--- src/addr_match_pkg.sv ---
package addr_match_pkg;
   // Slice geometry
   localparam int          SLICE_BITS      = 8;
   localparam int          SYNC_STAGES     = 2;
   // Reset and constant values
   localparam logic [7:0]  COUNT_RESET     = 8'h00;
   localparam logic [7:0]  COUNT_MAX       = 8'hff;
   localparam logic [7:0]  MASK_ALL_ENABLE = 8'h00;
   localparam logic [7:0]  MASK_ALL_IGNORE = 8'hff;
   localparam logic        MATCH_IDLE_N    = 1'b1;
   localparam logic        CARRY_IDLE_N    = 1'b1;
   // Register select encoding at the falling strobe edge
   localparam logic        SELECT_PATTERN  = 1'b1;
   localparam logic        SELECT_MASK     = 1'b0;
   // Function code encoding for the local address source
   localparam logic        SOURCE_DMA      = 1'b1;
endpackage

--- src/bus_address_match_slice.sv ---
`timescale 1ns/1ps
`default_nettype none
module bus_address_match_slice
   import addr_match_pkg::*;
#(
   parameter int WIDTH = SLICE_BITS
) (
   // Clock and reset
   input  wire logic             clock,
   input  wire logic             reset,
   // Backplane side
   input  wire logic [WIDTH-1:0] backplaneAddr,
   output logic                  addr_match_out_n,
   // Register load port
   input  wire logic [WIDTH-1:0] local_data_bus,
   input  wire logic             register_select,
   input  wire logic             bus_request_select_n,
   input  wire logic             loadStrobe,
   // 64-bit transfer multiplexer
   input  wire logic [WIDTH-1:0] d64DataLow,
   input  wire logic [WIDTH-1:0] d64DataHigh,
   output logic [WIDTH-1:0]      d64AddrOut_reg,
   // Counter chains
   input  wire logic             function_code_bit1,
   input  wire logic             local_count_en_in_n,
   input  wire logic             backplane_count_en_in_n,
   input  wire logic             localStep,
   input  wire logic             backplaneStep,
   output logic                  local_carry_out_n,
   output logic                  backplane_carry_out_n,
   output logic [WIDTH-1:0]      localAddrOut_reg,
   output logic [WIDTH-1:0]      backplaneCount
);
   initial begin
      if (WIDTH != SLICE_BITS) begin
         $error("bus_address_match_slice WIDTH must equal SLICE_BITS");
      end
   end

   logic [WIDTH-1:0] addrSync1,  addrSync2;
   logic [WIDTH-1:0] dataSync1,  dataSync2;
   logic [WIDTH-1:0] lowSync1,   lowSync2;
   logic [WIDTH-1:0] highSync1,  highSync2;
   logic [7:0]       ctlSync1,   ctlSync2;
   logic             strobePrev;
   logic             strobeFall, strobeRise;
   logic             selectLatched, busReqLatched_n;
   logic [WIDTH-1:0] mask_reg,   pattern_reg;
   logic             matchNow;
   logic             patternSeen_reg;
   logic [WIDTH-1:0] dmaCount,   slaveCount;
   logic             dmaAtMax,   slaveAtMax, backplaneAtMax;
   logic             fcSync, selSync, busReqSync_n, strobeSync;
   logic             localEnSync_n, backplaneEnSync_n, localStepSync, backplaneStepSync;

   // Two-flop synchronisers on every pin input except clock and reset
   always_ff @(posedge clock) begin
      addrSync1 <= backplaneAddr;
      addrSync2 <= addrSync1;
      dataSync1 <= local_data_bus;
      dataSync2 <= dataSync1;
      lowSync1  <= d64DataLow;
      lowSync2  <= lowSync1;
      highSync1 <= d64DataHigh;
      highSync2 <= highSync1;
      ctlSync1  <= {register_select, bus_request_select_n, loadStrobe, function_code_bit1,
                    local_count_en_in_n, backplane_count_en_in_n, localStep, backplaneStep};
      ctlSync2  <= ctlSync1;
   end

   assign {selSync, busReqSync_n, strobeSync, fcSync,
           localEnSync_n, backplaneEnSync_n, localStepSync, backplaneStepSync} = ctlSync2;

   // Strobe edge detection on the second stage only
   always_ff @(posedge clock) begin
      if (reset) begin
         strobePrev <= 1'b1;
      end else begin
         strobePrev <= strobeSync;
      end
   end

   assign strobeFall = strobePrev & ~strobeSync;
   assign strobeRise = ~strobePrev & strobeSync;

   // Address of the load captured at the falling edge
   always_ff @(posedge clock) begin
      if (reset) begin
         selectLatched   <= SELECT_MASK;
         busReqLatched_n <= 1'b1;
      end else if (strobeFall) begin
         selectLatched   <= selSync;
         busReqLatched_n <= busReqSync_n;
      end
   end

   // Comparator registers: no reset, unknown until programmed, never read back
   always_ff @(posedge clock) begin
      if (strobeRise && busReqLatched_n) begin
         if (selectLatched == SELECT_PATTERN) begin
            pattern_reg <= dataSync2;
            mask_reg    <= MASK_ALL_ENABLE;
         end else begin
            mask_reg    <= dataSync2;
         end
      end
   end

   // Checker helper; both registers are known once a pattern write has landed
   always_ff @(posedge clock) begin
      if (reset) begin
         patternSeen_reg <= 1'b0;
      end else if (strobeRise && busReqLatched_n && (selectLatched == SELECT_PATTERN)) begin
         patternSeen_reg <= 1'b1;
      end
   end

   // Bitwise equality; a set mask bit forces that position to match
   assign matchNow = &((addrSync2 ~^ pattern_reg) | mask_reg);

   // Registered output removes the settling glitches, at one cycle of latency
   always_ff @(posedge clock) begin
      if (reset) begin
         addr_match_out_n <= MATCH_IDLE_N;
      end else begin
         addr_match_out_n <= ~matchNow;
      end
   end

   // Data-to-address multiplexer for 64-bit transfers
   always_ff @(posedge clock) begin
      if (reset) begin
         d64AddrOut_reg <= COUNT_RESET;
      end else begin
         d64AddrOut_reg <= selSync ? highSync2 : lowSync2;
      end
   end

   // Shared local chain: function code routes the enable to one counter
   count_slice #(.WIDTH(WIDTH)) dmaCounter (
      .clock         (clock),
      .reset         (reset),
      .countEnable_n (localEnSync_n | (fcSync != SOURCE_DMA)),
      .step          (localStepSync),
      .count_reg     (dmaCount),
      .atMax         (dmaAtMax)
   );

   count_slice #(.WIDTH(WIDTH)) slaveCounter (
      .clock         (clock),
      .reset         (reset),
      .countEnable_n (localEnSync_n | (fcSync == SOURCE_DMA)),
      .step          (localStepSync),
      .count_reg     (slaveCount),
      .atMax         (slaveAtMax)
   );

   count_slice #(.WIDTH(WIDTH)) backplaneCounter (
      .clock         (clock),
      .reset         (reset),
      .countEnable_n (backplaneEnSync_n),
      .step          (backplaneStepSync),
      .count_reg     (backplaneCount),
      .atMax         (backplaneAtMax)
   );

   // Local address source and carry outputs
   always_ff @(posedge clock) begin
      if (reset) begin
         localAddrOut_reg      <= COUNT_RESET;
         local_carry_out_n     <= CARRY_IDLE_N;
         backplane_carry_out_n <= CARRY_IDLE_N;
      end else begin
         localAddrOut_reg      <= (fcSync == SOURCE_DMA) ? dmaCount : slaveCount;
         local_carry_out_n     <= ~((fcSync == SOURCE_DMA) ? dmaAtMax : slaveAtMax);
         backplane_carry_out_n <= ~backplaneAtMax;
      end
   end

   // Checks
   a_match_follows_compare: assert property (@(posedge clock) disable iff (reset)
      !$past(reset) && $past(patternSeen_reg) |-> addr_match_out_n == !$past(matchNow))
      else $error("match output does not follow comparison");

   a_mask_all_ignore: assert property (@(posedge clock) disable iff (reset)
      (mask_reg == MASK_ALL_IGNORE) ##1 (mask_reg == MASK_ALL_IGNORE) |-> !addr_match_out_n)
      else $error("all-ones mask did not force match");

   a_select_capture: assert property (@(posedge clock) disable iff (reset)
      strobeFall |=> selectLatched == $past(selSync) && busReqLatched_n == $past(busReqSync_n))
      else $error("selects not captured at strobe fall");

   a_pattern_load: assert property (@(posedge clock) disable iff (reset)
      strobeRise && busReqLatched_n && selectLatched |=>
         pattern_reg == $past(dataSync2) && mask_reg == MASK_ALL_ENABLE)
      else $error("pattern load or mask clear wrong");

   a_mask_load: assert property (@(posedge clock) disable iff (reset)
      strobeRise && busReqLatched_n && !selectLatched |=>
         mask_reg == $past(dataSync2) && $stable(pattern_reg))
      else $error("mask load wrong");

   a_no_load_busreq: assert property (@(posedge clock) disable iff (reset)
      patternSeen_reg && (!strobeRise || !busReqLatched_n) |=> $stable(mask_reg) && $stable(pattern_reg))
      else $error("comparator register changed outside a load");

   a_match_after_load: assert property (@(posedge clock) disable iff (reset)
      strobeRise && busReqLatched_n ##1 1'b1 |=> addr_match_out_n == !$past(matchNow))
      else $error("match output late after load");

   a_count_gated: assert property (@(posedge clock) disable iff (reset)
      localEnSync_n || !localStepSync |=> $stable(dmaCount) && $stable(slaveCount))
      else $error("local counter moved without enable and step");

   a_local_carry: assert property (@(posedge clock) disable iff (reset)
      !$past(reset) |-> local_carry_out_n == !$past(fcSync ? dmaAtMax : slaveAtMax))
      else $error("local carry wrong");

   a_source_select: assert property (@(posedge clock) disable iff (reset)
      !$past(reset) |-> localAddrOut_reg == $past(fcSync ? dmaCount : slaveCount))
      else $error("local address source wrong");

   c_pattern_load: cover property (@(posedge clock) disable iff (reset)
      strobeRise && busReqLatched_n && selectLatched);
   c_mask_load: cover property (@(posedge clock) disable iff (reset)
      strobeRise && busReqLatched_n && !selectLatched);
   c_match_seen: cover property (@(posedge clock) disable iff (reset)
      addr_match_out_n ##1 !addr_match_out_n);
   c_local_carry: cover property (@(posedge clock) disable iff (reset)
      !local_carry_out_n);
endmodule
`default_nettype wire

--- src/count_slice.sv ---
`timescale 1ns/1ps
`default_nettype none
module count_slice
   import addr_match_pkg::*;
#(
   parameter int WIDTH = SLICE_BITS
) (
   // Clock and reset
   input  wire logic             clock,
   input  wire logic             reset,
   // Count control
   input  wire logic             countEnable_n,
   input  wire logic             step,
   // State
   output logic [WIDTH-1:0]      count_reg,
   output logic                  atMax
);
   initial begin
      if (WIDTH < 1 || WIDTH > SLICE_BITS) begin
         $error("count_slice WIDTH out of range");
      end
   end

   // Enable only permits counting; the step pulse advances
   always_ff @(posedge clock) begin
      if (reset) begin
         count_reg <= COUNT_RESET[WIDTH-1:0];
      end else if (!countEnable_n && step) begin
         count_reg <= count_reg + 1'b1;
      end
   end

   assign atMax = (count_reg == COUNT_MAX[WIDTH-1:0]);
endmodule
`default_nettype wire
--- config.mk ---
export PLATFORM = sky130hd
export DESIGN_NAME = bus_address_match_slice
export DESIGN_NICKNAME = d
export VERILOG_FILES = /design/src/addr_match_pkg.sv /design/src/bus_address_match_slice.sv /design/src/count_slice.sv
export SDC_FILE = /design/constraint.sdc
export NUM_CORES = 1
export LEC_CHECK = 0
export BUFFER_PORTS_ARGS = -buffer_cell sky130_fd_sc_hd__buf_2
export CAP_MARGIN = 10
export CORE_MARGIN = 4
export CORE_UTILIZATION = 35
export CTS_BUF_LIST = sky130_fd_sc_hd__clkbuf_2 sky130_fd_sc_hd__clkbuf_4 sky130_fd_sc_hd__clkbuf_8
export DETAILED_ROUTE_END_ITERATION = 7
export PLACE_DENSITY_LB_ADDON = 0.25
export SYNTH_ARGS = -nofsm -noshare
export SYNTH_HDL_FRONTEND = slang
export SYNTH_SLANG_ARGS = --single-unit
--- constraint.sdc ---
create_clock -name clock -period 1.75 [get_ports clock]
set_input_delay 0.525 -clock clock [delete_from_list [all_inputs] [get_ports clock]]
set_output_delay 0.525 -clock clock [all_outputs]
set_load 0.03 [all_outputs]
Word-level counts from Yosys, hierarchy flattened
Cells that the tools add are included.
Word-level totals
  flip-flop bits (word level): 142
  latch bits: 0
  RAM bits: 0
  memory bits (read-only): 0
  input bits: 42
  memories: 0
Operators by class
  add/sub/neg operators: 3
  multipliers: 0
  div/mod/pow operators: 0
  order comparisons: 0
  equal/unequal tests: 3
  shift-type cells: 0
  muxes and demuxes: 3
  bitwise logic cells: 12
  reductions and logical operators: 9
Operator list (count)
  $add A8 B1 Y8 const B: 3
  $eq A8 B8 Y1 const B: 3
  $mux W8: 2
  $or A8 B8 Y8: 1
  $reduce_and A8 Y1: 1
  $xnor A8 B8 Y8: 1
  $not A1 Y1: 6
  $logic_and A1 B1 Y1: 4
  $logic_not A1 Y1: 3
  $and A1 B1 Y1: 2
  $or A1 B1 Y1: 2
  $reduce_and A2 Y1: 1
  $mux W1: 1

Depth between registers and ports, before layout
  depth after elaboration: 4
  depth in mapped cells: 5
  depth with buffers taken out: 5

Modules after synthesis
Synthesis repeated with hierarchy kept, for this count alone.
Unflattened totals
  cells, all modules: 315
  area total of the unflattened synthesis: 4136.5 sq um
Modules (own cells, without submodules)
  bus_address_match_slice: instances 1, cells each 189, area each 3014.1 sq um
  count_slice: instances 3, cells each 42, area each 374.1 sq um

Worst setup path after synthesis
OpenSTA, ideal clock, no wires.
  kind: register to register
  start point: reg strobePrev
  end point: reg pattern_reg[0], enable pin
  arrival time: 0.983 ns
  data required time: 1.418 ns
  slack: 0.436 ns
  cell stages (with the launch flop): 3
  path buffers: 0
  path through: dfxtp_1 > and3b_1 > and2_1
On the way
  longest elaborated chain between the ends: 4
Ends and longest elaborated chain
  from (decl): RTL line bus_address_match_slice.sv:45  | logic strobePrev;
  from (signal assigned): RTL line bus_address_match_slice.sv:79  | strobePrev <= strobeSync;
  $not A1 Y1: RTL line bus_address_match_slice.sv:84  | assign strobeRise = ~strobePrev & strobeSync;
  $and A1 B1 Y1: RTL line bus_address_match_slice.sv:84
  $logic_and A1 B1 Y1
  $reduce_and A2 Y1 (no source line)
  to (signal assigned): RTL line bus_address_match_slice.sv:101  | pattern_reg <= dataSync2;
  to (decl): RTL line bus_address_match_slice.sv:48  | logic [WIDTH-1:0] mask_reg, pattern_reg;
Every way passes these cells.
A chain may end at the register's enable or synchronous reset.

Worst setup path after layout
  start point: reg backplaneCounter.count_reg[2]
  end point: out backplaneCount[2]
RTL lines
  from (decl): RTL line count_slice.sv:15  | output logic [WIDTH-1:0] count_reg,
  from (signal assigned): RTL line count_slice.sv:27  | count_reg <= COUNT_RESET[WIDTH-1:0];
  from (signal assigned): RTL line count_slice.sv:29  | count_reg <= count_reg + 1'b1;
  to (decl): RTL line bus_address_match_slice.sv:32  | output logic [WIDTH-1:0] backplaneCount
No word-level cell between the ends.

==> metrics <==
Synth async-reset ratio 0%; Die H 116 um; core footprint 0.0114 mm^2; root buffer cell clkbuf_8; DRC Markers 0; Setup Buffers After CTS 0; clock share of power 39.4%; global-route wire length before repair 10.6 mm; DRT antenna net count 0; cts hold-fix bufs 0; unrepaired setup endpoints after global routing no; critical path peak fanout 6; syn_nets 353; Final Hold Fails 0; min Tclk post-route between 1.5 and 2 ns; Tcrit/Tclk final between 90% and 100%; CTS resizes 0; cells along the critical path buf_2; Post-Synth Adder-Cell Area 0.922%; Synth Area in Compound Gates 2.09%; Rows 39; worst reg2reg startpoint ctlSync2[4]$_DFF_P_; num ports 69; Synth Warn # 0; total negative slack 0 ns; leading area contributor after synthesis dfxtp_1; Hold WC Path Type primary input to flop; Tightest Pin Transition about 0.53 ns; Die Width 116 um; Worst setup EP type output pin; Sequential Power Share 57.0%; Setup violations, final 0; share of cells above drive strength 1 27.7%; Total Power about 6100 uW; mux share of post-synthesis cell area 4.18%; Gate Count Post-Synth between 300 and 400; Critical Path RT 1.22 ns; leakage dissipation between 0.002 and 0.0025 uW; global route overflow 0; CTS tree done; Peak Freq 622 MHz; maximum VDD drop roughly 0.73 mV; CTS max path bufs 2; synth cell count leaders 126 x dfxtp_1, 39 x nor2_1, 19 x xnor2_1, 17 x mux2i_1, 16 x edfxtp_1; post-synthesis cell type count 33; Synth area leaders dfxtp_1 62%, edfxtp_1 12%, mux2i_1 4.2%, xnor2_1 4.1%, nor2_1 3.6%; Vias/cell about 4.2; # port buffers 68; crit path from backplaneCounter.count_reg[2]$_SDFFE_PP0P_; Register Area approximately 0.003 mm^2; WHS Path Cells 1; Fill cells 1116; die area approximately 0.013 mm^2; total track usage 10.6%; Worst Hold End ctlSync1[1]$_DFF_P_; RR Endpoint local_carry_out_n$_SDFF_PP1_; Hold Slack 0.196 ns; Net count, final 437; largest family of logic cells by synthesized area simple AND/OR/NAND/NOR gates; Starting Density 35.6%; design area between 0.004 and 0.005 mm^2; Final Wtd Congestion approximately 0.75; Worst Path Buf+Inv 1; Crit path max-delay family flip-flops; CP peak stage delay 0.43 ns; xor/xnor share of the synthesized area 5.81%; Final Max Tran Viols 0; sequential cell area fraction in the yosys report 73.8%; DP Area 0.00460 mm^2; Final WS setup 0.142 ns; cells on worst reg2reg path 4; share of the synthesized area in the top cell type around three fifths; slowest CP cell dfxtp_1; total CTS buffers 17; Routed WL per cell 12.1 um; multi-input logic area 0.00103 mm^2; pre-CTS WS 0.261 ns; clock latency on the worst-skew pair 0.42 ns; ant diodes 0; Avg Cell Area, Syn 13.2 um^2; Worst slew margin between 60% and 70%; Cell Area, Synth 0.00407 mm^2; PwrDens 1230 mW/mm^2; Clk pin slew, worst setup/hold paths 0.08 ns; Int Pwr 4680 uW; sw frac 23.1%; initial antenna violation count 0; Worst Hold Launch localStep; main flop type after synthesis dfxtp_1; htree depth 4; DR pass1 iterations 4; post-synthesis register bit count around 140; largest net degree at the start of global routing 19; Detailed Route Iter0 Violations 71; DR vias 2282; Post-DP HPWL 4.44 mm; clk sinks 142; Post-synth EDFFs 16; WS Path Type flop to output pin; simple-gate portion of the synthesized area 12.3%; Syn-to-layout area delta 22.1%; status complete, no violations; net switching power 1410 uW; most common cell in the netlist dfxtp_1; max_cap viols 0; CP arrival 1.08 ns; combinational power share 3.5%; number of global-route vias before repair 2276; Fin Clk Skew around 0.0093 ns; Worst Setup Start Kind flop; R2R setup slack 0.26 ns; Post-Route WL about 6.6 mm
-- per-stage QoR --
| stage | util, % | std cells |
|---|---|---|
| floorplan | - | 308 |
| global placement | 40.2 | 516 |
| detailed placement | 40.2 | 516 |
| CTS | 43.5 | 548 |
| global route | 43.5 | 548 |
| finish | 43.5 | 548 |
-- cell type report --
class | count | area share (%)
Clock buffer | 18 | 4.86
Multi-Input combinational cell | 157 | 20.7
Sequential cell | 142 | 60.4
Clock inverter | 14 | 2.67
Tap cell | 143 | 3.60
Timing Repair Buffer | 74 | 7.75
-- cells in the final DEF, fill, tap and decap left out, types with 3 or more instances in the layout --
master      instances
clkbuf_8           17
nand3_1             3
mux2i_1            17
edfxtp_1           16
nor2b_1            12
buf_2              68
clkinv_4            4
o21ai_0             3
dfxtp_1           126
ha_1                3
inv_6               4
nand4_1             6
a21oi_1             5
nor2_1             39
clkinvlp_4          3
xor2_1              8
nand2_1            13
xnor2_1            19
nor3_1              6
buf_4               6
-- routing by layer --
metal | vias to the layer above | part of all wire (%) | wire [um] | global-route usage, %
li1 | 1197 | - | - | -
met1 | 1035 | 47 | 3110 | 12.5
met2 | 45 | 46 | 3060 | 16.1
met3 | 5 | 5.6 | 373 | 5.54
met4 | 0 | 1.3 | 87 | 4.87
met5 | - | 0 | 0 | 0
-- worst max-delay path by stage --
stage,end,slack (ns),depth (start not counted)
after floorplan,pattern_reg[0]$_DFFE_PP_,0.44,2
after global routing,backplaneCount[2],0.03,1
after detailed placement,local_carry_out_n$_SDFF_PP1_,0.26,4
after global placement,local_carry_out_n$_SDFF_PP1_,0.30,4
after CTS,backplaneCount[2],0.08,1
final,backplaneCount[2],0.14,1
-- power groups by stage --
stage          registers (uW)  logic [uW]  clock network (uW)
2_1_floorplan            3560         101                   0
3_3_place_gp             3550         216                   0
3_5_place_dp             3550         219                   0
4_1_cts                  3480         219                2480
5_1_grt                  3490         236                2630
6_report                 3470         214                2400
-- cell families after synthesis --
kind of cell / after synthesis
AOI/OAI and AO/OA: 14
xor gates and xnor gates: 27
adders and majority gates: 3
buffers and inverters: 9
DFF: 142
muxes: 17
and+or+nand+nor: 96
Note: power is estimated with default switching activity, not from simulation.
